===== config.mk =====
export PLATFORM = sky130hd
export DESIGN_NAME = rofb_frame_builder
export DESIGN_NICKNAME = d
export VERILOG_FILES = /design/src/rofb_pkg.sv /design/src/rofb_smp_if.sv /design/src/rofb_pattern.sv /design/src/rofb_frame_builder.sv
export VERILOG_INCLUDE_DIRS = /design/src
export SDC_FILE = /design/constraint.sdc
export NUM_CORES = 2
export LEC_CHECK = 0
export ABC_AREA = 1
export BUFFER_PORTS_ARGS = -buffer_cell sky130_fd_sc_hd__clkbuf_2
export CORE_MARGIN = 5
export CORE_UTILIZATION = 40
export CTS_BUF_LIST = sky130_fd_sc_hd__clkbuf_4
export DETAILED_ROUTE_END_ITERATION = 6
export SLEW_MARGIN = 20
export SYNTH_ARGS = -nofsm -noshare
export SYNTH_HDL_FRONTEND = slang
export SYNTH_SLANG_ARGS = --single-unit

===== constraint.sdc =====
create_clock -name sys_clk_i -period 33.8 [get_ports sys_clk_i]
set_input_delay 3.38 -clock sys_clk_i [delete_from_list [all_inputs] [get_ports sys_clk_i]]
set_output_delay 3.38 -clock sys_clk_i [all_outputs]
set_load 0.005 [all_outputs]

===== src/rofb_map.svh =====
// Constants of the output frame builder: layout, codes and timing counts.
// Assumes it is included by the design modules that need the numbers.
`ifndef ROFB_MAP_SVH
`define ROFB_MAP_SVH

// Frame layout; offsets are byte positions inside a 508-byte segment.
`define ROFB_FRAME_BYTES 5082
`define ROFB_SEG_BYTES   508
`define ROFB_TENTHS      10
`define ROFB_FRAME_ID    8'hB7
`define ROFB_ID_OFF      9'h000
`define ROFB_STAT_OFF    9'h003
`define ROFB_SPEC_FIRST  9'h006
`define ROFB_SPEC_LAST   9'h01B
`define ROFB_SPEC_STEP   9'h003
`define ROFB_PWR_BYTES   3'h5
`define ROFB_PWR_W       40
`define ROFB_TAG_W       24

// Time base; the tenth-frame time is kept in microseconds.
`define ROFB_CLK_HZ      25000000
`define ROFB_SMP_HZ      10000000
`define ROFB_TENTH_US    102400
`define ROFB_PAIRS_TENTH 125
`define ROFB_TENTH_SMP   (`ROFB_TENTH_US * (`ROFB_SMP_HZ / 1000000))
`define ROFB_DECIM       (`ROFB_TENTH_SMP / `ROFB_PAIRS_TENTH)

// Test patterns; square waves toggle on a bit of the sample count.
`define ROFB_IMP_VAL     16'h0080
`define ROFB_IMP_LEN     2'h2
`define ROFB_SQ_POS      16'h0100
`define ROFB_SQ_NEG      16'hFF00
`define ROFB_SQ_LO_BIT   13
`define ROFB_SQ_MID_BIT  8
`define ROFB_SQ_HI_BIT   6
`define ROFB_LFSR_SEED   16'hACE1

`endif


===== src/rofb_pkg.sv =====
// Types shared by the output frame builder and its pattern source.
// Assumes nothing of its surroundings.
package rofb_pkg;

  typedef enum logic [1:0] {
    ROFB_ST_IDLE = 2'h0,
    ROFB_ST_RUN  = 2'h1
  } rofb_state_t;

  typedef enum logic [2:0] {
    ROFB_SEL_ADC    = 3'h0,
    ROFB_SEL_IMP    = 3'h1,
    ROFB_SEL_SQ_LO  = 3'h2,
    ROFB_SEL_SQ_MID = 3'h3,
    ROFB_SEL_PRN1   = 3'h4,
    ROFB_SEL_PRNF   = 3'h5,
    ROFB_SEL_SQ_HI  = 3'h6,
    ROFB_SEL_ZERO   = 3'h7
  } rofb_sel_t;

  typedef enum logic [1:0] {
    ROFB_K_ID   = 2'h0,
    ROFB_K_STAT = 2'h1,
    ROFB_K_SPEC = 2'h2,
    ROFB_K_IQ   = 2'h3
  } rofb_kind_t;

  typedef logic signed [15:0] rofb_smp_t;

endpackage : rofb_pkg


===== src/rofb_smp_if.sv =====
// Sample path between the frame builder and the test-pattern source.
// Assumes both ends run on the same system clock.
`timescale 1ns/1ps
interface rofb_smp_if;
  import rofb_pkg::*;

  logic      smp_stb;
  logic      frm_evt;
  rofb_sel_t sel;
  rofb_smp_t adc;
  rofb_smp_t smp;

  modport gen (input smp_stb, input frm_evt, input sel, input adc,
               output smp);
  modport usr (output smp_stb, output frm_evt, output sel, output adc,
               input smp);

endinterface : rofb_smp_if


===== src/rofb_pattern.sv =====
// Input selector: converter samples or one of seven test patterns.
// Assumes one sample strobe per 10 Msample/s sample and a frame event.
`timescale 1ns/1ps
`include "rofb_map.svh"
module rofb_pattern
  import rofb_pkg::*;
(
  input  wire logic sys_clk_i, // System clock.
  input  wire logic rst_i,     // Asynchronous reset, active high.
  rofb_smp_if.gen   smp_if     // Strobes and select in, sample out.
);

  logic [13:0] cnt_q;
  logic [1:0]  imp_q;
  logic [15:0] lfsr_q;
  logic        fb;

  assign fb = lfsr_q[15] ^ lfsr_q[13] ^ lfsr_q[12] ^ lfsr_q[10];

  // Pattern phase restarts each frame so every frame is identical.
  always_ff @(posedge sys_clk_i or posedge rst_i)
  begin
    if (rst_i)
      cnt_q <= '0;
    else if (smp_if.frm_evt)
      cnt_q <= '0;
    else if (smp_if.smp_stb)
      cnt_q <= cnt_q + 14'h0001;
  end

  always_ff @(posedge sys_clk_i or posedge rst_i)
  begin
    if (rst_i)
      imp_q <= '0;
    else if (smp_if.frm_evt)
      imp_q <= '0;
    else if (smp_if.smp_stb && imp_q != `ROFB_IMP_LEN)
      imp_q <= imp_q + 2'h1;
  end

  always_ff @(posedge sys_clk_i or posedge rst_i)
  begin
    if (rst_i)
      lfsr_q <= `ROFB_LFSR_SEED;
    else if (smp_if.frm_evt)
      lfsr_q <= `ROFB_LFSR_SEED;
    else if (smp_if.smp_stb)
      lfsr_q <= {lfsr_q[14:0], fb};
  end

  always_comb
  begin
    unique case (smp_if.sel)
      ROFB_SEL_ADC:    smp_if.smp = smp_if.adc;
      ROFB_SEL_IMP:    smp_if.smp = (imp_q != `ROFB_IMP_LEN) ?
                                    `ROFB_IMP_VAL : 16'h0000;
      ROFB_SEL_SQ_LO:  smp_if.smp = cnt_q[`ROFB_SQ_LO_BIT] ?
                                    `ROFB_SQ_NEG : `ROFB_SQ_POS;
      ROFB_SEL_SQ_MID: smp_if.smp = cnt_q[`ROFB_SQ_MID_BIT] ?
                                    `ROFB_SQ_NEG : `ROFB_SQ_POS;
      ROFB_SEL_SQ_HI:  smp_if.smp = cnt_q[`ROFB_SQ_HI_BIT] ?
                                    `ROFB_SQ_NEG : `ROFB_SQ_POS;
      ROFB_SEL_PRN1:   smp_if.smp = lfsr_q[0] ? 16'hFFFF : 16'h0001;
      ROFB_SEL_PRNF:   smp_if.smp = lfsr_q;
      ROFB_SEL_ZERO:   smp_if.smp = 16'h0000;
    endcase
  end

endmodule : rofb_pattern


===== src/rofb_frame_builder.sv =====
// Output frame builder: samples, power, time tags and I/Q into frames.
// Assumes a reference clock on sys_clk_i and a consumer on this clock.
//
// How it works
// - Each frame is exactly 5082 bytes.
// - Frame byte 0 is always B7.
// - Status byte carries select in bits 6..4.
// - Nonzero select feeds a test pattern instead.
// - Select 000 passes converter samples, status zero.
// - Select 001 gives two 128 samples per frame.
// - Select 010 gives +/-256 square at 610 Hz.
// - Select 011 gives +/-256 square at 19.5 kHz.
// - Select 110 gives +/-256 square at 78 kHz.
// - Select 100 gives random +/-1 samples.
// - Select 101 full-scale random, 111 all zero.
// - Power sums every sample squared.
// - Power sum clears each frame; ten snapshots.
// - Power is 40 bits, five bytes, MSB first.
// - Power snapshots one tenth frame apart.
// - First power slot holds frame-start snapshot.
// - First tag after start is zero, then increments.
// - Tag counter never clears at frame boundaries.
// - Tag advances once per tenth frame.
// - Tag is 24 bits, three bytes, MSB first.
// - 1250 I/Q pairs of signed 16 bits.
// - Mix 2.5 MHz carrier to zero, then filter.
// - Frames start at next strobe, then continuous.
// - All logic runs from the reference oscillator clock.
// - Power bytes at offset 6 step 3, segments 508.
// - I then Q fill all remaining bytes.
`timescale 1ns/1ps
`include "rofb_map.svh"
module rofb_frame_builder
  import rofb_pkg::*;
#(
  parameter int ADC_W = 12,
  parameter int DECIM = `ROFB_DECIM
)
(
  input  wire logic             sys_clk_i,   // Reference clock.
  input  wire logic             rst_i,       // Asynchronous reset.
  input  wire logic             pps_i,       // Once-per-second strobe.
  input  wire logic [2:0]       input_sel_i, // Input-select setting.
  input  wire logic [ADC_W-1:0] adc_data_i,  // Converter sample, signed.
  input  wire logic             out_ready_i, // Consumer takes a byte.
  output logic                  out_valid_o, // Byte is valid.
  output logic [7:0]            out_data_o,  // Output frame byte.
  output logic                  out_sof_o,   // Byte is frame byte 0.
  output logic                  running_o    // Frames are being built.
);

  localparam int DL = $clog2(DECIM);
  localparam int SW = 17 + DL;

  ////////////////////////////////////////////////////////////////////////////
  // Pin synchronisers.

  logic             pps_m_q;
  logic             pps_s_q;
  logic             pps_d_q;
  logic [2:0]       sel_m_q;
  logic [2:0]       sel_s_q;
  logic [ADC_W-1:0] adc_m_q;
  logic [ADC_W-1:0] adc_s_q;
  logic             pps_rise;

  always_ff @(posedge sys_clk_i or posedge rst_i)
  begin
    if (rst_i)
    begin
      pps_m_q <= 1'b0;
      pps_s_q <= 1'b0;
      pps_d_q <= 1'b0;
      sel_m_q <= '0;
      sel_s_q <= '0;
      adc_m_q <= '0;
      adc_s_q <= '0;
    end
    else
    begin
      pps_m_q <= pps_i;
      pps_s_q <= pps_m_q;
      pps_d_q <= pps_s_q;
      sel_m_q <= input_sel_i;
      sel_s_q <= sel_m_q;
      adc_m_q <= adc_data_i;
      adc_s_q <= adc_m_q;
    end
  end

  assign pps_rise = pps_s_q & ~pps_d_q;

  ////////////////////////////////////////////////////////////////////////////
  // Sample strobe: 10 Msample/s drawn from the reference clock.

  logic [25:0] ph_q;
  logic [25:0] ph_nx;
  logic        smp_stb;

  assign ph_nx   = ph_q + 26'(`ROFB_SMP_HZ);
  assign smp_stb = ph_nx >= 26'(`ROFB_CLK_HZ);

  always_ff @(posedge sys_clk_i or posedge rst_i)
  begin
    if (rst_i)
      ph_q <= '0;
    else if (smp_stb)
      ph_q <= ph_nx - 26'(`ROFB_CLK_HZ);
    else
      ph_q <= ph_nx;
  end

  ////////////////////////////////////////////////////////////////////////////
  // Run control and frame timing.

  rofb_state_t st_q;
  logic        run;
  logic        start_evt;
  logic [DL-1:0] scnt_q;
  logic [6:0]  pcnt_q;
  logic [3:0]  tcnt_q;
  logic        pair_end;
  logic        tenth_end;
  logic        frame_end;
  logic        tenth_evt;
  logic        frame_evt;

  assign run       = (st_q == ROFB_ST_RUN);
  assign start_evt = (st_q == ROFB_ST_IDLE) & pps_rise;
  assign pair_end  = run & smp_stb & (scnt_q == DL'(DECIM - 1));
  assign tenth_end = pair_end & (pcnt_q == 7'(`ROFB_PAIRS_TENTH - 1));
  assign frame_end = tenth_end & (tcnt_q == 4'(`ROFB_TENTHS - 1));
  assign tenth_evt = start_evt | tenth_end;
  assign frame_evt = start_evt | frame_end;
  assign running_o = run;

  always_ff @(posedge sys_clk_i or posedge rst_i)
  begin
    if (rst_i)
      st_q <= ROFB_ST_IDLE;
    else
    begin
      unique case (st_q)
        ROFB_ST_IDLE: if (pps_rise) st_q <= ROFB_ST_RUN;
        ROFB_ST_RUN:  st_q <= ROFB_ST_RUN;
        default:      st_q <= ROFB_ST_IDLE;
      endcase
    end
  end

  always_ff @(posedge sys_clk_i or posedge rst_i)
  begin
    if (rst_i)
    begin
      scnt_q <= '0;
      pcnt_q <= '0;
      tcnt_q <= '0;
    end
    else if (start_evt)
    begin
      scnt_q <= '0;
      pcnt_q <= '0;
      tcnt_q <= '0;
    end
    else if (run && smp_stb)
    begin
      scnt_q <= scnt_q + DL'(1);
      if (tenth_end)
        pcnt_q <= '0;
      else if (pair_end)
        pcnt_q <= pcnt_q + 7'h01;
      if (frame_end)
        tcnt_q <= '0;
      else if (tenth_end)
        tcnt_q <= tcnt_q + 4'h1;
    end
  end

  ////////////////////////////////////////////////////////////////////////////
  // Input selection.

  rofb_smp_if smp_if ();
  logic [2:0] stat_q;

  assign smp_if.smp_stb = smp_stb;
  assign smp_if.frm_evt = frame_evt;
  assign smp_if.sel     = rofb_sel_t'(sel_s_q);
  assign smp_if.adc     = 16'($signed(adc_s_q));

  rofb_pattern u_pattern (
    .sys_clk_i (sys_clk_i),
    .rst_i     (rst_i),
    .smp_if    (smp_if)
  );

  // The status byte reports the setting in force when the frame began.
  always_ff @(posedge sys_clk_i or posedge rst_i)
  begin
    if (rst_i)
      stat_q <= '0;
    else if (frame_evt)
      stat_q <= sel_s_q;
  end

  ////////////////////////////////////////////////////////////////////////////
  // Integrated power and time tags.

  logic signed [31:0] x32;
  logic [31:0]        pwr_sq;
  logic [39:0]        acc_q;
  logic [39:0]        acc_sum;
  logic [39:0]        pwr_snap_q;
  logic [23:0]        tag_q;
  logic [23:0]        tag_snap_q;

  assign x32     = 32'(smp_if.smp);
  assign pwr_sq  = 32'(x32 * x32);
  assign acc_sum = acc_q + 40'(pwr_sq);

  always_ff @(posedge sys_clk_i or posedge rst_i)
  begin
    if (rst_i)
      acc_q <= '0;
    else if (frame_evt)
      acc_q <= '0;
    else if (run && smp_stb)
      acc_q <= acc_sum;
  end

  // The frame-start snapshot holds the whole previous frame's sum.
  always_ff @(posedge sys_clk_i or posedge rst_i)
  begin
    if (rst_i)
      pwr_snap_q <= '0;
    else if (start_evt)
      pwr_snap_q <= acc_q;
    else if (tenth_end)
      pwr_snap_q <= acc_sum;
  end

  always_ff @(posedge sys_clk_i or posedge rst_i)
  begin
    if (rst_i)
    begin
      tag_q      <= '0;
      tag_snap_q <= '0;
    end
    else if (tenth_evt)
    begin
      tag_snap_q <= tag_q;
      tag_q      <= tag_q + 24'h000001;
    end
  end

  ////////////////////////////////////////////////////////////////////////////
  // Downconversion: quarter-rate mixer and integrate-and-dump filter.

  logic [1:0]         lo_q;
  logic signed [16:0] x17;
  logic signed [16:0] mix_i;
  logic signed [16:0] mix_q;
  logic signed [SW-1:0] si_q;
  logic signed [SW-1:0] sq_q;
  logic signed [SW-1:0] si_nx;
  logic signed [SW-1:0] sq_nx;
  logic [15:0]        pi_q;
  logic [15:0]        pq_q;

  function automatic logic [15:0] rofb_sat(input logic signed [SW-1:0] v);
    logic signed [SW-1:0] a;
    a = v >>> DL;
    if (a > SW'(32767))
      return 16'h7FFF;
    else if (a < -SW'(32768))
      return 16'h8000;
    else
      return a[15:0];
  endfunction : rofb_sat

  assign x17 = 17'(smp_if.smp);

  // The carrier sits at a quarter of the sample rate, so the local
  // oscillator is the exact sequence 1, 0, -1, 0.
  always_comb
  begin
    unique case (lo_q)
      2'h0:    begin mix_i = x17;  mix_q = '0;   end
      2'h1:    begin mix_i = '0;   mix_q = -x17; end
      2'h2:    begin mix_i = -x17; mix_q = '0;   end
      2'h3:    begin mix_i = '0;   mix_q = x17;  end
    endcase
  end

  assign si_nx = si_q + SW'(mix_i);
  assign sq_nx = sq_q + SW'(mix_q);

  always_ff @(posedge sys_clk_i or posedge rst_i)
  begin
    if (rst_i)
      lo_q <= '0;
    else if (frame_evt)
      lo_q <= '0;
    else if (run && smp_stb)
      lo_q <= lo_q + 2'h1;
  end

  always_ff @(posedge sys_clk_i or posedge rst_i)
  begin
    if (rst_i)
    begin
      si_q <= '0;
      sq_q <= '0;
    end
    else if (start_evt || pair_end)
    begin
      si_q <= '0;
      sq_q <= '0;
    end
    else if (run && smp_stb)
    begin
      si_q <= si_nx;
      sq_q <= sq_nx;
    end
  end

  always_ff @(posedge sys_clk_i or posedge rst_i)
  begin
    if (rst_i)
    begin
      pi_q <= '0;
      pq_q <= '0;
    end
    else if (pair_end)
    begin
      pi_q <= rofb_sat(si_nx);
      pq_q <= rofb_sat(sq_nx);
    end
  end

  ////////////////////////////////////////////////////////////////////////////
  // Frame byte sequencer.

  logic [3:0]  seg_q;
  logic [8:0]  off_q;
  logic [1:0]  iqb_q;
  logic        pend_q;
  logic [8:0]  sdiff;
  logic [2:0]  sidx;
  logic [2:0]  bidx;
  logic [31:0] iq_word;
  rofb_kind_t  kind;
  logic [7:0]  byte_d;
  logic        avail;
  logic        load;
  logic        iq_done;
  logic        seg_end;
  logic        out_valid_q;
  logic [7:0]  out_data_q;
  logic        out_sof_q;

  assign iq_word = {pi_q, pq_q};

  always_comb
  begin
    sdiff = off_q - `ROFB_SPEC_FIRST;
    sidx  = 3'(sdiff / `ROFB_SPEC_STEP);
    bidx  = '0;
    if (seg_q == 4'h0 && off_q == `ROFB_ID_OFF)
      kind = ROFB_K_ID;
    else if (seg_q == 4'h0 && off_q == `ROFB_STAT_OFF)
      kind = ROFB_K_STAT;
    else if (off_q >= `ROFB_SPEC_FIRST && off_q <= `ROFB_SPEC_LAST &&
             sdiff % `ROFB_SPEC_STEP == 9'h000)
      kind = ROFB_K_SPEC;
    else
      kind = ROFB_K_IQ;
    unique case (kind)
      ROFB_K_ID:   byte_d = `ROFB_FRAME_ID;
      ROFB_K_STAT: byte_d = {1'b0, stat_q, 4'h0};
      ROFB_K_SPEC:
      begin
        if (sidx < `ROFB_PWR_BYTES)
        begin
          bidx   = 3'(3'h4 - sidx);
          byte_d = pwr_snap_q[{bidx, 3'h0} +: 8];
        end
        else
        begin
          bidx   = 3'(3'h7 - sidx);
          byte_d = tag_snap_q[{bidx[1:0], 3'h0} +: 8];
        end
      end
      ROFB_K_IQ:   byte_d = iq_word[{~iqb_q, 3'h0} +: 8];
    endcase
  end

  assign avail   = (kind != ROFB_K_IQ) | pend_q;
  assign load    = run & avail & (~out_valid_q | out_ready_i);
  assign iq_done = load & (kind == ROFB_K_IQ) & (iqb_q == 2'h3);
  assign seg_end = (seg_q == 4'(`ROFB_TENTHS - 1)) ?
    (off_q == 9'(`ROFB_FRAME_BYTES - 9 * `ROFB_SEG_BYTES - 1)) :
    (off_q == 9'(`ROFB_SEG_BYTES - 1));

  always_ff @(posedge sys_clk_i or posedge rst_i)
  begin
    if (rst_i)
    begin
      seg_q <= '0;
      off_q <= '0;
    end
    else if (load && seg_end)
    begin
      off_q <= '0;
      seg_q <= (seg_q == 4'(`ROFB_TENTHS - 1)) ? 4'h0 : seg_q + 4'h1;
    end
    else if (load)
      off_q <= off_q + 9'h001;
  end

  always_ff @(posedge sys_clk_i or posedge rst_i)
  begin
    if (rst_i)
      iqb_q <= '0;
    else if (load && kind == ROFB_K_IQ)
      iqb_q <= iqb_q + 2'h1;
  end

  // A new pair in the cycle its last byte leaves keeps the flag set.
  always_ff @(posedge sys_clk_i or posedge rst_i)
  begin
    if (rst_i)
      pend_q <= 1'b0;
    else if (pair_end)
      pend_q <= 1'b1;
    else if (iq_done)
      pend_q <= 1'b0;
  end

  always_ff @(posedge sys_clk_i or posedge rst_i)
  begin
    if (rst_i)
    begin
      out_valid_q <= 1'b0;
      out_data_q  <= '0;
      out_sof_q   <= 1'b0;
    end
    else if (load)
    begin
      out_valid_q <= 1'b1;
      out_data_q  <= byte_d;
      out_sof_q   <= (kind == ROFB_K_ID);
    end
    else if (out_ready_i)
      out_valid_q <= 1'b0;
  end

  assign out_valid_o = out_valid_q;
  assign out_data_o  = out_data_q;
  assign out_sof_o   = out_sof_q;

endmodule : rofb_frame_builder


Word-level counts from Yosys, hierarchy flattened

Index checks and enable logic that the tools add are counted.

Bits of input ports: 19
Logic and storage cells: 195
Memories kept: 0
Output and inout bits: 11
RAM bits: 0
ROM bits: 0
Register bits after elaboration: 368
Latch bits: 0

Bitwise logic cells: 20
$mul: 1
$lt $le $gt $ge: 8
Shifts and indexed selects: 3
Equality and inequality tests: 25
Add/subtract/negate cells: 19
Reduce and logical (&&, ||, !) cells: 31
Muxes and demuxes: 54
Div/mod/pow operators: 2

Operator list:

| operator                                              | count |
|---|---|
| 2-to-1 mux 16 bit                                     | 10 |
| 2-to-1 mux 40 bit                                     | 4 |
| case mux 16 bit (8 select lines)                      | 1 |
| 2-to-1 mux 30 bit                                     | 4 |
| case mux 17 bit (3 select lines)                      | 2 |
| adder 30 x 17 -> 30 bit                               | 2 |
| adder 40 x 32 -> 40 bit                               | 1 |
| indexed part select 40 x 7 -> 8 bit                   | 1 |
| > comparator 17 x 16 -> 1 bit, second input constant  | 2 |
| < comparator 17 x 16 -> 1 bit, second input constant  | 2 |
| multiplier 16 x 16 -> 32 bit                          | 1 |
| case mux 8 bit (4 select lines)                       | 1 |
| indexed part select 32 x 6 -> 8 bit                   | 1 |
| 2-to-1 mux 14 bit                                     | 2 |
| 2-to-1 mux 7 bit                                      | 4 |
| adder 26 x 24 -> 26 bit, second input constant        | 1 |
| >= comparator 26 x 25 -> 1 bit, second input constant | 1 |
| 2-to-1 mux 13 bit                                     | 2 |
| 2-to-1 mux 26 bit                                     | 1 |
| subtractor 26 x 25 -> 26 bit, second input constant   | 1 |
| adder 24 x 1 -> 24 bit, second input constant         | 1 |
| indexed part select 24 x 6 -> 8 bit                   | 1 |
| 2-to-1 mux 4 bit                                      | 5 |
| == test 9 bit, second input constant                  | 2 |
| 45 further kinds                                      | 110 |

Logic depth before layout (Yosys ltp)

Word-level depth: 15
Mapped depth: 57
Gate-level depth less buffers: 54

Hierarchy

From an unflattened synthesis, not the netlist that was laid out.

Cell total of the unflattened synthesis: 3709
Area, all modules: 30742.0 µm²

By module, submodules not included:

| module             | sequential area each (µm²) | area an instance (µm²) | cells each | times used |
|---|---|---|---|---|
| rofb_frame_builder | 8232.9                     | 28912.7                | 3462       | 1 |
| rofb_pattern       | 810.8                      | 1829.3                 | 247        | 1 |

Least setup slack after synthesis

No wires, ideal clock.

Path kind: register to register
Start: register sel_s_q[1]
End: register pwr_snap_q[39]
Period minus slack after synthesis: 9.200 ns
Setup time: 0.140 ns
Setup slack: 24.600 ns
Path buffers: 3
Required time: 33.660 ns
Arrival: 9.060 ns
Cell stages (with the launch flop): 48
Cells stage by stage: dfrtp_1 -> nor2_1 -> inv_1 -> nor2_1 -> inv_1 -> clkbuf_1 -> o21ai_0 -> clkbuf_1 -> buf_1 -> nor2_1 -> fa_1 -> inv_1 -> fa_1 -> fa_1 -> inv_1 -> fa_1 -> inv_1 -> fa_1 -> [... 12 more ...] -> a21oi_1 -> inv_1 -> a21oi_1 -> o21ai_0 -> a21o_1 -> a21oi_1 -> o21ai_0 -> nand3_1 -> nand2_1 -> nand3_1 -> nand2_1 -> nand2_1 -> inv_1 -> o21ai_0 -> nor3_1 -> nand3_1 -> xor2_1 -> o221ai_1

Word-level cells in the longest chain between the ends: 6
Elaborated cells on any way between the ends: 13
Those cells by class: 1 x add/sub; 1 x mul; 7 x eq/ne; 3 x mux; 1 x reduce/logical

RTL lines:

| item                                        | line                      | source |
|---|---|---|
| from (decl)                                 | rofb_frame_builder.sv:62  | `logic [2:0] sel_s_q;` |
| from (signal assigned)                      | rofb_frame_builder.sv:85  | `sel_s_q <= sel_m_q;` |
| == test 3 bit, or another cell as far along | rofb_pattern.sv:53        | `unique case (smp_if.sel)` |
| case mux 16 bit (8 select lines) *          | rofb_pattern.sv:53        |  |
| multiplier 16 x 16 -> 32 bit *              | rofb_frame_builder.sv:217 | `assign pwr_sq = 32'(x32 * x32);` |
| adder 40 x 32 -> 40 bit *                   | rofb_frame_builder.sv:218 | `assign acc_sum = acc_q + 40'(pwr_sq);` |
| 2-to-1 mux 40 bit *                         | rofb_frame_builder.sv:237 | `else if (tenth_end)` |
| 2-to-1 mux 40 bit *                         | rofb_frame_builder.sv:235 | `else if (start_evt)` |
| to (signal assigned)                        | rofb_frame_builder.sv:236 | `pwr_snap_q <= acc_q;` |
| to (signal assigned)                        | rofb_frame_builder.sv:238 | `pwr_snap_q <= acc_sum;` |
| to (decl)                                   | rofb_frame_builder.sv:212 | `logic [39:0] pwr_snap_q;` |

Mark *: on every way between the ends. The rest lies on a longest branch, timed or not. The select of a mux whose other input is x is not followed.
A chain may end at the register's enable or synchronous reset.

Worst setup path in the final report

Ends and elaborated chain as after synthesis.

==> flow_metrics.env <==
export IMPL_setup_viol=0
export IMPL_routed_wl_um=73870
export IMPL_htree_num_levels=3
export IMPL_fin_cells=4684
export IMPL_clkLatencyLatePin_ps=900
export IMPL_report_final_hold_viol_count=0
export IMPL_period_share_pct=30.32
export IMPL_grt_ovfl_total=0
export IMPL_grt_pass1_wl_um=124200
export IMPL_synth_cell_area_um2=30040
export IMPL_max_slew_margin_pct=29.50
export IMPL_cts_setup_buffers=0
export IMPL_endpoint_kind="flop"
export IMPL_critPathRequiredTime_ps=34540
export IMPL_core_area_um2=74450
export IMPL_fin_tns_setup_ps=0
export IMPL_ys_seq_area_share_pct=30.11
export IMPL_antenna_found_initial=2
export IMPL_via_count=23597
export IMPL_io_pins=30
export IMPL_worst_setup_path_start_kind="flop"
export IMPL_clkSinkCount=361
export IMPL_track_usage_pct=18.49
export IMPL_hold_buffers=0
export IMPL_viasPerCell=5.038
export IMPL_multi_input_area_um2=18160
export IMPL_synth_most_common_cell="inv_1"
export IMPL_grt_pass1_vias=24018
export IMPL_critPathLaunch="sel_s_q[1]$_DFF_PP0_"
export IMPL_status="finished, final reports clean"
export IMPL_path_common_cell="inv_1"
export IMPL_dpl_cell_count=4504
export IMPL_worstHoldStart="adc_m_q[8]$_DFF_PP0_"
export IMPL_crit_type="reg2reg"
export IMPL_path_max_fanout=12
export IMPL_syn2layout_area_growth_pct=8.468
export IMPL_cts_tree="yes"
export IMPL_synth_edf_count=0
export IMPL_fp_dieW_um=284.0
export IMPL_synth_area_top_cells="dfrtp_1 (29%), fa_1 (16%), ha_1 (8.6%), inv_1 (7.8%), nand2_1 (7.2%)"
export IMPL_worst_pin_slew_ps=1058
export IMPL_grt_start_max_net_pins=165
export IMPL_layout_drive_gt1_share_pct=8.300
export IMPL_ys_async_sr_fraction_pct=100.0
export IMPL_yosysWarnings=0
export IMPL_ys_seq_elements=361
export IMPL_fmax_ghz=0.09759
export IMPL_hp_class="reg2reg"
export IMPL_syn_nets=4047
export IMPL_synth_common_cells="inv_1 (628), nand2_1 (578), dfrtp_1 (353)"
export IMPL_cts_resized=0
export IMPL_numCtsBuffers=99
export IMPL_crit_arrival_ps=10990
export IMPL_num_rows=100
export IMPL_post_synth_num_cell_types=65
export IMPL_gp_congestion=0.9002
export IMPL_first_pass_iters=5
export IMPL_fillers=7432
export IMPL_die_area_um2=80670
export IMPL_max_cap_violations=0
export IMPL_max_stage_delay_ps=630
export IMPL_yosysTopAreaCell="dfrtp_1"
export IMPL_drcViolationCount=0
export IMPL_fin_crit_ps=10250
export IMPL_synth_top_area_share_pct=29.41
export IMPL_syn_inst=3582
export IMPL_drtIter0Drc=1404
export IMPL_final_antenna_net_count=0
export IMPL_r2r_start="sel_s_q[1]$_DFF_PP0_"
export IMPL_synth_ff_type="dfrtp_1"
export IMPL_clk_path_buf_depth=3
export IMPL_grt_setup_unrepaired="false"
export IMPL_nNetsFinal=4102
export IMPL_dp_hpwl_um=54600
export IMPL_die_y_um=284.0
export IMPL_area_sequential_um2=9044
export IMPL_portBuffers=29
export IMPL_cts_root_buffer="clkbuf_4"
export IMPL_slowest_stage="nor2_1"
export IMPL_fin_skew_ps=74.01
export IMPL_synth_area_per_cell_um2=8.386
export IMPL_wl_per_cell_um=15.77
export IMPL_clk_pin_slew_ps=60
export IMPL_slew_violations=0
export IMPL_initial_core_util_pct=40.35
## registers in the layout (all words and copies together) (netlist names), 3 cells and up
register,flops
pwr_snap_q,40
tcnt_q,4
u_pattern.lfsr_q,16
tag_snap_q,24
tag_q,24
si_q,30
out_data_o,8
sel_s_q,3
off_q,9
stat_q,3
acc_q,40
adc_s_q,12
pcnt_q,7
u_pattern.cnt_q,14
seg_q,4
sel_m_q,3
pi_q,16
pq_q,16
sq_q,30
scnt_q,13
ph_q,20
adc_m_q,12
## metal layers
metal	vias to the layer above	part of all wire (%)	GRT usage [%]
met1	11270	49	26.60
met5	-	0	0
met3	123	5.1	3.647
met4	0	2.2	4.687
met2	471	44	28.84
li1	11733	-	-
## cell families (layout without fill, tap and decap cells)
group / after synthesis / after routing / synth area share (%)
compound gates: 671 / 671 / 13.00
xor+xnor: 211 / 211 / 6.152
fa+ha+maj: 446 / 446 / 24.58
buf+inv: 749 / 878 / 9.576
flops: 361 / 361 / 30.11
mux: 1 / 1 / 0.03332
other cells: 0 / 4 / 0
simple gates: 1143 / 1143 / 16.55
## layout make-up
cell class                      instances  share of cell area (%)
Tap cell                              969                   3.721
Sequential cell                       361                   27.76
Inverter                              645                   7.462
Timing Repair Buffer                   58                   1.214
Clock inverter                         32                  0.7757
Antenna cell                            4                 0.03072
Multi-Input combinational cell       2472                   55.75
Clock buffer                          143                   3.295
## critical path, delay by kind of cell (launching register included)
family | cells | cell delay, ps
AO/OA/AOI/OAI | 16 | 2440
AND/OR/NAND/NOR | 12 | 2270
XOR/XNOR | 2 | 360
adder cells (fa/ha/maj) | 8 | 3720
buffers and inverters | 9 | 920
flip-flops | 1 | 430
## cell usage in the layout, fill, tap and decap left out, types with 10 or more instances in the layout
master     synthesis  layout
inv_1            628     627
nand2_1          578     575
dfrtp_1          353     353
nor2_1           265     263
fa_1             240     240
o21ai_0          223     220
ha_1             206     206
a21oi_1          205     205
xor2_1           154     154
nand3_1          150     150
clkbuf_4           0     143
o22ai_1           69      68
xnor2_1           57      57
nor3_1            41      40
nand4_1           33      33
clkbuf_2           0      29
clkinv_1           8      28
o21ai_1           27      27
buf_4              2      27
a31oi_1           26      26
nand2_2           19      22
o21bai_1          19      19
a32o_1            18      18
o211ai_1          15      15
nand3_2           14      14
a2bb2oi_1         13      13
a22oi_1           12      12
o221ai_1          10      10
## per-stage QoR
stage | utilization [%] | instance area [um^2] | hold slack, ps | setup slack, ps
4_1_cts | 43.71 | 32540 | 348.8 | 23450
5_1_grt | 43.76 | 32580 | 340.5 | 22500
3_3_place_gp | 41.93 | 31210 | 333.1 | 23560
2_1_floorplan | - | 30040 | 331.2 | 20410
3_5_place_dp | 41.93 | 31220 | 334.7 | 23410
6_report | 43.76 | 32580 | 340.4 | 23550
## path summary, 6_finish.rpt
check / slack [ps] / endpoint / cells past startpoint
max reg2reg: 23550 / pwr_snap_q[39]$_DFFE_PP0P_ / 47
max in group asynchronous: 29300 / ph_q[23]$_DFF_PP0_ / 4
min: 340 / adc_s_q[8]$_DFF_PP0_ / 0
max: 23550 / pwr_snap_q[39]$_DFFE_PP0P_ / 47
min reg2reg: 340 / adc_s_q[8]$_DFF_PP0_ / 0
min in group asynchronous: 2480 / out_data_o[0]$_DFFE_PP0P_ / 2
Power is left out: the tool's default activity adds up to more than one toggle a clock period on the data nets, which glitch-free logic cannot reach.
